--- src/logic/sfl_defs.svh ---
// Constants for the synthesizer fast-lock control block
`ifndef SFL_DEFS_SVH
`define SFL_DEFS_SVH

// Control field of every serial word
`define SFL_CTL_MSB 2
`define SFL_CTL_LSB 0
`define SFL_SEL_FRACTION_NUMERATOR_INT 3'h0
`define SFL_SEL_PHASE 3'h1
`define SFL_SEL_MOD_REF 3'h2
`define SFL_SEL_FUNCTION 3'h3
`define SFL_SEL_CLK_DIV 3'h4

// Fraction/integer register
`define SFL_MUX_MSB 30
`define SFL_MUX_LSB 27
`define SFL_INT_MSB 26
`define SFL_INT_LSB 15
`define SFL_FRACTION_NUMERATOR_MSB 14
`define SFL_FRACTION_NUMERATOR_LSB 3
`define SFL_MUX_FAST_LOCK 4'hc

// Modulus/reference register
`define SFL_CSR_BIT 28
`define SFL_CP_MSB 27
`define SFL_CP_LSB 24
`define SFL_RDIV2_BIT 21
`define SFL_DOUBLER_BIT 20
`define SFL_RCNT_MSB 19
`define SFL_RCNT_LSB 15
`define SFL_MOD_MSB 14
`define SFL_MOD_LSB 3

// Function register
`define SFL_PD_POL_BIT 6

// Clock divider register
`define SFL_MODE_MSB 20
`define SFL_MODE_LSB 19
`define SFL_TMO_MSB 18
`define SFL_TMO_LSB 7
`define SFL_MODE_NONE 2'h0
`define SFL_MODE_FAST_LOCK 2'h1
`define SFL_MODE_RESYNC 2'h2

// Slip reduction cell limit and fast-lock pump current
`define SFL_CELLS_MAX 3'h7
`define SFL_CP_MAX 4'hf

// Host APB map (byte addresses)
`define SFL_A_CLK_DIV 12'h000
`define SFL_A_FUNCTION 12'h004
`define SFL_A_MOD_REF 12'h008
`define SFL_A_PHASE 12'h00c
`define SFL_A_FRACTION_NUMERATOR_INT 12'h010
`define SFL_A_GO 12'h014
`define SFL_A_STATUS 12'h018

// Status word
`define SFL_ST_BUSY 0
`define SFL_ST_DONE 1
`define SFL_ST_PFD_ERR 2
`define SFL_ST_CSR_MASK 3

// Go register commands
`define SFL_GO_INIT 0
`define SFL_GO_FREQ 1

// Comparison frequency ceiling
`define SFL_PFD_MAX_KHZ 32'h0000_7d00

`endif

--- src/logic/sfl_pkg.sv ---
// Types shared by both ends of the synthesizer control link
package sfl_pkg;
    typedef enum logic [1:0] {
        SFL_IDLE,
        SFL_SEND,
        SFL_WAIT
    } sfl_host_state_t;

    typedef logic [31:0] sfl_word_t;
endpackage

--- src/logic/sfl_link_if.sv ---
// Word link between the programming host and the synthesizer control
`timescale 1ns/1ps
interface sfl_link_if;
    logic [31:0] word;
    logic valid;
    logic ready;

    modport device (
        input word,
        input valid,
        output ready
    );

    modport host (
        output word,
        output valid,
        input ready
    );
endinterface

--- src/logic/sfl_device.sv ---
// Synthesizer control end: registers, reference divider, slip reduction, fast lock
// Contract
// Host loads clock-divider register first, fraction_numerator/int last
// Division equals integer plus fraction over modulus
// Comparison rate from doubler, counter, halving bit
// Host keeps comparison rate at most 32 MHz
// Halving uses toggle flop for even duty
// Modulus twelve bits, reference counter five bits
// Imminent slip enables one directed extra cell
// Each further slip adds cell, seven max
// After overshoot, cells turn off one by one
// Slip reduction only when enable bit set
// Host enables slip reduction only near 50% duty
// Host never enables slip reduction with negative polarity
// New frequency starts timer, boost, switch together
// Wideband lasts for the programmed timeout
// Timeout expiry restores current, opens switch
// Host sets timeout near final settling
// Mode field: 01 fast lock, 10 resync
// Timeout field bits 18..7, counted in comparison cycles
// Switch reaches mux pin only with select 1100
// Cell count zero when disabled, never above seven
//
// Implementation choices: the address map and the APB register port.
`timescale 1ns/1ps
`include "sfl_defs.svh"
module sfl_device
    import sfl_pkg::*;
(
    // Clock and reset
    input wire logic pclk,
    input wire logic presetn,
    input wire logic ce,
    // Link from the host
    sfl_link_if.device link,
    // Reference and loop observations
    input wire logic ref_in,
    input wire logic slip_imminent,
    input wire logic tune_up,
    input wire logic freq_passed,
    // Divider settings
    output logic [11:0] n_int,
    output logic [11:0] n_fraction_numerator,
    output logic [11:0] n_mod,
    // Comparison clock
    output logic pfd_clk,
    output logic pfd_tick,
    // Charge pump
    output logic [3:0] cp_current,
    output logic cp_boost,
    output logic [2:0] extra_cells,
    output logic extra_dir_up,
    // Multiplexed output pin
    output logic mux_o,
    output logic mux_oe
);

    sfl_word_t fraction_numerator_int_q;
    sfl_word_t mod_ref_q;
    sfl_word_t function_q;
    sfl_word_t phase_q;
    sfl_word_t clk_div_q;
    logic ref_q;
    logic ref_edge;
    logic [4:0] rcnt_q;
    logic rdone;
    logic half_q;
    logic tick_q;
    logic new_freq;
    logic [11:0] tmo_q;
    logic wide_q;
    logic [2:0] cells_q;
    logic dir_q;
    logic passed_q;
    logic csr_on;

    function automatic logic sel_is(input sfl_word_t w, input logic [2:0] sel);
        sel_is = (w[`SFL_CTL_MSB:`SFL_CTL_LSB] == sel);
    endfunction

    // Device always takes a word while enabled
    assign link.ready = ce;

    wire take = ce && link.valid;
    assign new_freq = take && sel_is(link.word, `SFL_SEL_FRACTION_NUMERATOR_INT);

    always_ff @(posedge pclk or negedge presetn) begin
        if (!presetn) begin
            fraction_numerator_int_q <= 32'h0000_0000;
            mod_ref_q <= 32'h0000_0000;
            function_q <= 32'h0000_0000;
            phase_q <= 32'h0000_0000;
            clk_div_q <= 32'h0000_0000;
        end else if (take) begin
            // Each word lands in the register its control field names
            if (sel_is(link.word, `SFL_SEL_FRACTION_NUMERATOR_INT)) fraction_numerator_int_q <= link.word;
            if (sel_is(link.word, `SFL_SEL_PHASE)) phase_q <= link.word;
            if (sel_is(link.word, `SFL_SEL_MOD_REF)) mod_ref_q <= link.word;
            if (sel_is(link.word, `SFL_SEL_FUNCTION)) function_q <= link.word;
            if (sel_is(link.word, `SFL_SEL_CLK_DIV)) clk_div_q <= link.word;
        end
    end

    // N = INT + FRACTION_NUMERATOR/FRACTION_MODULUS is handed to the fractional divider
    always_ff @(posedge pclk or negedge presetn) begin
        if (!presetn) begin
            n_int <= 12'h000;
            n_fraction_numerator <= 12'h000;
            n_mod <= 12'h000;
            cp_current <= 4'h0;
        end else if (ce) begin
            n_int <= fraction_numerator_int_q[`SFL_INT_MSB:`SFL_INT_LSB];
            n_fraction_numerator <= fraction_numerator_int_q[`SFL_FRACTION_NUMERATOR_MSB:`SFL_FRACTION_NUMERATOR_LSB];
            n_mod <= mod_ref_q[`SFL_MOD_MSB:`SFL_MOD_LSB];
            cp_current <= cp_boost ? `SFL_CP_MAX : mod_ref_q[`SFL_CP_MSB:`SFL_CP_LSB];
        end
    end

    // Doubler counts both reference edges, otherwise the falling edge only
    assign ref_edge = mod_ref_q[`SFL_DOUBLER_BIT] ? (ref_in != ref_q) : (ref_q && !ref_in);
    // Counter value 0 divides by 32
    // A count left above a newly loaded divider wraps at once, not after 32 edges
    assign rdone = ref_edge && (rcnt_q >= mod_ref_q[`SFL_RCNT_MSB:`SFL_RCNT_LSB] - 5'h01);

    always_ff @(posedge pclk or negedge presetn) begin
        if (!presetn) begin
            ref_q <= 1'b0;
            rcnt_q <= 5'h00;
        end else if (ce) begin
            ref_q <= ref_in;
            if (rdone) rcnt_q <= 5'h00;
            else if (ref_edge) rcnt_q <= rcnt_q + 5'h01;
        end
    end

    always_ff @(posedge pclk or negedge presetn) begin
        if (!presetn) begin
            half_q <= 1'b0;
            tick_q <= 1'b0;
        end else if (ce) begin
            if (rdone) half_q <= !half_q;
            // Halving keeps every second counter pulse
            tick_q <= rdone && (!mod_ref_q[`SFL_RDIV2_BIT] || !half_q);
        end
    end
    assign pfd_tick = tick_q;
    assign pfd_clk = mod_ref_q[`SFL_RDIV2_BIT] ? half_q : tick_q;

    // Fast-lock wideband window
    always_ff @(posedge pclk or negedge presetn) begin
        if (!presetn) begin
            wide_q <= 1'b0;
            tmo_q <= 12'h000;
        end else if (ce) begin
            // A new frequency restarts the window even in mid-count
            if (new_freq && clk_div_q[`SFL_MODE_MSB:`SFL_MODE_LSB] == `SFL_MODE_FAST_LOCK) begin
                wide_q <= 1'b1;
                tmo_q <= clk_div_q[`SFL_TMO_MSB:`SFL_TMO_LSB];
            end else if (wide_q && tick_q) begin
                // Counts comparison cycles, so the window is value times t_pfd, and one t_pfd for value 0
                if (tmo_q <= 12'h001) begin
                    wide_q <= 1'b0;
                    tmo_q <= 12'h000;
                end else begin
                    tmo_q <= tmo_q - 12'h001;
                end
            end
        end
    end
    assign cp_boost = wide_q;

    // Switch shorts the mux pin to ground while wideband, only with mux select 1100
    always_ff @(posedge pclk or negedge presetn) begin
        if (!presetn) begin
            mux_o <= 1'b0;
            mux_oe <= 1'b0;
        end else if (ce) begin
            // Pin is only ever pulled low, never driven high
            mux_o <= 1'b0;
            mux_oe <= wide_q && (fraction_numerator_int_q[`SFL_MUX_MSB:`SFL_MUX_LSB] == `SFL_MUX_FAST_LOCK);
        end
    end

    // Slip reduction cells
    assign csr_on = mod_ref_q[`SFL_CSR_BIT];
    always_ff @(posedge pclk or negedge presetn) begin
        if (!presetn) begin
            cells_q <= 3'h0;
            dir_q <= 1'b0;
            passed_q <= 1'b0;
        end else if (ce) begin
            if (!csr_on) begin
                cells_q <= 3'h0;
                passed_q <= 1'b0;
            end else if (freq_passed || passed_q) begin
                // Overshoot wins over a slip in the same cycle
                passed_q <= (cells_q != 3'h0) || freq_passed;
                if (tick_q && cells_q != 3'h0) cells_q <= cells_q - 3'h1;
                // A fresh overshoot in the same cycle keeps the release armed
                if (tick_q && cells_q <= 3'h1 && !freq_passed) passed_q <= 1'b0;
            end else if (slip_imminent) begin
                // Direction is latched at the first cell and held while any cell is on
                if (cells_q == 3'h0) dir_q <= tune_up;
                if (cells_q != `SFL_CELLS_MAX) cells_q <= cells_q + 3'h1;
            end
        end
    end
    assign extra_cells = cells_q;
    assign extra_dir_up = dir_q;

endmodule // sfl_device

--- src/flat_wrapper.sv ---
// flat-port wrapper written by rule: the top's interface ports become plain ports
module sfl_device_flat import sfl_pkg::*;
  (pclk, presetn, ce, ref_in, slip_imminent, tune_up, freq_passed, n_int, n_fraction_numerator, n_mod, pfd_clk, pfd_tick, cp_current, cp_boost, extra_cells, extra_dir_up, mux_o, mux_oe, link_word, link_valid, link_ready);
  sfl_link_if link_i ();
  input wire logic pclk;
  input wire logic presetn;
  input wire logic ce;
  input wire logic ref_in;
  input wire logic slip_imminent;
  input wire logic tune_up;
  input wire logic freq_passed;
  output logic [11:0] n_int;
  output logic [11:0] n_fraction_numerator;
  output logic [11:0] n_mod;
  output logic pfd_clk;
  output logic pfd_tick;
  output logic [3:0] cp_current;
  output logic cp_boost;
  output logic [2:0] extra_cells;
  output logic extra_dir_up;
  output logic mux_o;
  output logic mux_oe;
  input wire logic [$bits(link_i.word)-1:0] link_word;
  input wire logic [$bits(link_i.valid)-1:0] link_valid;
  output wire logic [$bits(link_i.ready)-1:0] link_ready;
  assign link_i.word = link_word;
  assign link_i.valid = link_valid;
  assign link_ready = link_i.ready;
  sfl_device u_core (.pclk(pclk), .presetn(presetn), .ce(ce), .link(link_i), .ref_in(ref_in), .slip_imminent(slip_imminent), .tune_up(tune_up), .freq_passed(freq_passed), .n_int(n_int), .n_fraction_numerator(n_fraction_numerator), .n_mod(n_mod), .pfd_clk(pfd_clk), .pfd_tick(pfd_tick), .cp_current(cp_current), .cp_boost(cp_boost), .extra_cells(extra_cells), .extra_dir_up(extra_dir_up), .mux_o(mux_o), .mux_oe(mux_oe));
endmodule
--- config.mk ---
export PLATFORM = sky130hd
export DESIGN_NAME = sfl_device_flat
export DESIGN_NICKNAME = d
export VERILOG_FILES = /design/src/logic/sfl_pkg.sv /design/src/logic/sfl_link_if.sv /design/src/logic/sfl_device.sv /design/src/flat_wrapper.sv
export VERILOG_INCLUDE_DIRS = /design/src /design/src/logic
export SDC_FILE = /design/constraint.sdc
export NUM_CORES = 1
export LEC_CHECK = 0
export ABC_AREA = 1
export BUFFER_PORTS_ARGS = -buffer_cell sky130_fd_sc_hd__buf_2
export CAP_MARGIN = 5
export CORE_AREA = 2 2 122 171
export DETAILED_ROUTE_END_ITERATION = 8
export DIE_AREA = 0 0 124 173
export SLEW_MARGIN = 20
export SYNTH_ARGS = -nofsm -noshare
export SYNTH_HDL_FRONTEND = slang
export SYNTH_SLANG_ARGS = --single-unit
--- constraint.sdc ---
create_clock -name pclk -period 2.5 [get_ports pclk]
set_input_delay 0 -clock pclk [delete_from_list [all_inputs] [get_ports pclk]]
set_output_delay 0 -clock pclk [all_outputs]
set_load 0.02 [all_outputs]
==> flow_summary.json <==
{
  "final_layout_size_suffix_gt1_share_pct": 17.38,
  "cp-start-kind": "flop",
  "finalCritPeriodShare_pct": 76.32,
  "criticalPathCategory": "flop to flop",
  "timing.hold.ws_ns": 0.02054,
  "clk_pin_slew_ns": 0.06,
  "rr_worst_depth": 11,
  "cap_violations": 0,
  "synth_seq_cells": 133,
  "ir_worst_vdd_uv": 523.1,
  "drtIter0Drc": 211,
  "slew_viol_final": 0,
  "cts_buffers": 17,
  "yosysSeqAreaShare_pct": 56.78,
  "antenna_found_initial": 0,
  "num-nets-final": 858,
  "io_buffers": 87,
  "dp_hpwl_um": 9287,
  "cts.path.max_buffers": 2,
  "critPathLaunch": "u_core.mod_ref_q[15]",
  "rrSetupSlack_ns": 0.59,
  "power_density_nw_per_um2": 1045,
  "synth_edf_count": 0,
  "avgSynthCellArea_um2": 8.646,
  "synth_nets": 732,
  "required_ns": 2.80,
  "cts_resized": 0,
  "tightest_slew_ns": 0.6967,
  "tns_ns": 0,
  "synth_cells": 678,
  "cts_tree": "built",
  "synth-main-ff-cell": "dfrtp_1",
  "met3_usage_pct": 3.034,
  "via_per_inst": 4.335,
  "cp-end-kind": "flop",
  "r2r_end": "u_core.half_q",
  "num_vias": 4634,
  "syn2layout_area_growth_pct": 28.58,
  "busiest_layer": "met2",
  "holdCritStartpoint": "link_word[0]",
  "routed_wl_um": 13550,
  "io_pins": 90,
  "grt_pass1_vias": 4659,
  "dr.pass1.iters": 4,
  "grt_pass1_wl_um": 22820,
  "cts_root_buf": "clkbuf_16",
  "die-area_um2": 21450,
  "core_area_um2": 19840,
  "arrival_ns": 2.21,
  "rsz0062_at_grt": "no",
  "grt.overflow.total": 0,
  "worstPathMaxFanout": 3,
  "wire_per_inst_um": 12.67,
  "period_needed_ns": 1.908,
  "skew_ns": 0.008350,
  "hold_depth": 4,
  "max_freq_ghz": 0.5241,
  "fin_util_pct": 37.98,
  "slew_headroom_pct": 53.55,
  "grtUsageMet1_pct": 17.27,
  "gp_congestion": 0.8169,
  "start_util_pct": 29.54,
  "synth_area_um2": 5862,
  "async_reset_ff_share_pct": 100.0,
  "antenna_cells": 0,
  "drc": 0,
  "ys.warnings.count": 0,
  "htree_levels": 4,
  "clock_latency_ns": 0.42,
  "die_height_um": 173,
  "hold_violations": 0,
  "postRouteAntennaNets": 0,
  "r2r_start": "u_core.mod_ref_q[15]",
  "status": "complete, no violations",
  "grt.total_usage_pct": 13.66,
  "setup_violations": 0,
  "min_to": "u_core.cp_boost",
  "p_leak_nw": 4.007,
  "synthDistinctLibCells": 35,
  "fp-row-count": 61,
  "die_x_um": 124,
  "use_met2_pct": 22.37,
  "grt_max_degree": 76,
  "hold_path.class": "input port to flop",
  "clock-sinks": 133
}
==> cells in the final DEF (no fill, tap or decap), types with 2 or more instances in the layout <==
cell	n
inv_2	4
dlygate4sd3_1	35
o21ai_0	81
inv_1	62
clkinv_4	2
xnor2_1	5
mux2_2	2
nand3_1	12
nor3_1	4
xor2_1	8
dfrtp_1	133
o21ai_1	6
nand3b_1	2
clkinvlp_4	5
buf_4	10
bufinv_16	3
a21oi_1	9
buf_2	86
clkbuf_8	3
nand2_1	263
mux2_1	2
clkbuf_16	17
nor2_1	30
ha_1	14
nand2_2	2
==> power by group <==
part	total (W)	switching (W)	internal (W)	leakage, nW
Clock	0.00258	0.000933	0.00165	0.288
Combinational	0.00223	0.00136	0.000869	2.02
Sequential	0.00306	0.000390	0.00267	1.70
Total	0.00787	0.00268	0.00519	4.01
==> how the worst max path moves through the flow <==
stage | endpoint | slack, ns
2_1_floorplan | u_core.half_q | 0.74
3_3_place_gp | u_core.half_q | 0.61
3_5_place_dp | u_core.half_q | 0.58
4_1_cts | u_core.half_q | 0.57
5_1_grt | u_core.rcnt_q[3] | 0.36
6_report | u_core.half_q | 0.59
==> synthesized netlist by cell type, types with 2 or more instances <==
library cell  count  area share [%]
xor2_1            8             1.2
nand2_1         263              17
nor3_1            4            0.34
a21oi_1           9            0.77
xnor2_1           5            0.75
nand3_1          12             1.0
inv_1            62             4.0
clkbuf_1         16             1.0
mux2_1            2            0.38
nand2_2           2            0.21
buf_4             4            0.51
nor2_1           30             1.9
buf_6             2            0.38
mux2_2            2            0.38
o21ai_0          81             6.9
o21ai_1           6            0.51
dfrtp_1         133              57
nand3b_1          2            0.26
inv_2             4            0.26
ha_1             14             3.0
buf_2             3            0.26
==> cell type report <==
cell class / instances / area (um^2)
clock inverters: 11 / 150.1
well taps: 252 / 315.3
flip-flops and latches: 133 / 3328
fillers: 2023 / 12310
repair buffers: 132 / 867.1
inverters: 66 / 247.7
clock buffers: 21 / 470.5
multi-input cells: 454 / 2158
==> cells by family after synthesis <==
logic type	after synthesis	synth area share, %
muxes	4	0.7684
buffers and inverters	91	6.403
adders and majority gates	14	2.988
and+or+nand+nor	318	21.67
other	1	0.06397
AOI/OAI and AO/OA	104	9.392
xor gates and xnor gates	13	1.942
DFF	133	56.78
==> through the flow <==
| stage | setup slack, ns | instances | power [W] | cell area (um^2) |
|---|---|---|---|---|
| detailed placement | 0.5751 | 1002 | 0.005295 | 6566 |
| floorplan | 0.7442 | 678 | 0.004636 | 5862 |
| global placement | 0.6132 | 1002 | 0.005243 | 6566 |
| global route | 0.3628 | 1069 | 0.008441 | 7537 |
| finish | 0.5921 | 1069 | 0.007873 | 7537 |
| CTS | 0.5680 | 1069 | 0.007964 | 7537 |
==> repair_timing <==
action,CTS,global route
buffers inserted,0,0
endpoints found under the hold margin,143,0
endpoints found under the setup margin,0,0
hold buffers,35,0
==> registers in the layout (all words and copies together), names as in the netlist, 3 cells and up <==
name and flops:
u_core.fraction_numerator_int_q 28, u_core.mod_ref_q 24, u_core.clk_div_q 14, u_core.n_fraction_numerator 12, u_core.n_int 12, u_core.n_mod 12, u_core.tmo_q 12, u_core.rcnt_q 5
u_core.cp_current 4, u_core.extra_cells 3
==> critical path: stages (launching register included) <==
cell and delay (ns):
dfrtp_1 0.39, inv_1 0.08, ha_1 0.18, nand2_1 0.07
xnor2_1 0.13, inv_1 0.06, ha_1 0.29, nand3_1 0.08
o21bai_1 0.16, nand2_1 0.10, nand2_1 0.10, xnor2_1 0.15
==> metal layers <==
metal | vias up | part of all wire [%]
met2 | 77 | 49
met1 | 2176 | 46
met4 | 0 | 1.3
li1 | 2369 | -
met3 | 12 | 3.4
met5 | - | 0
(Power assumes the default switching activity.)
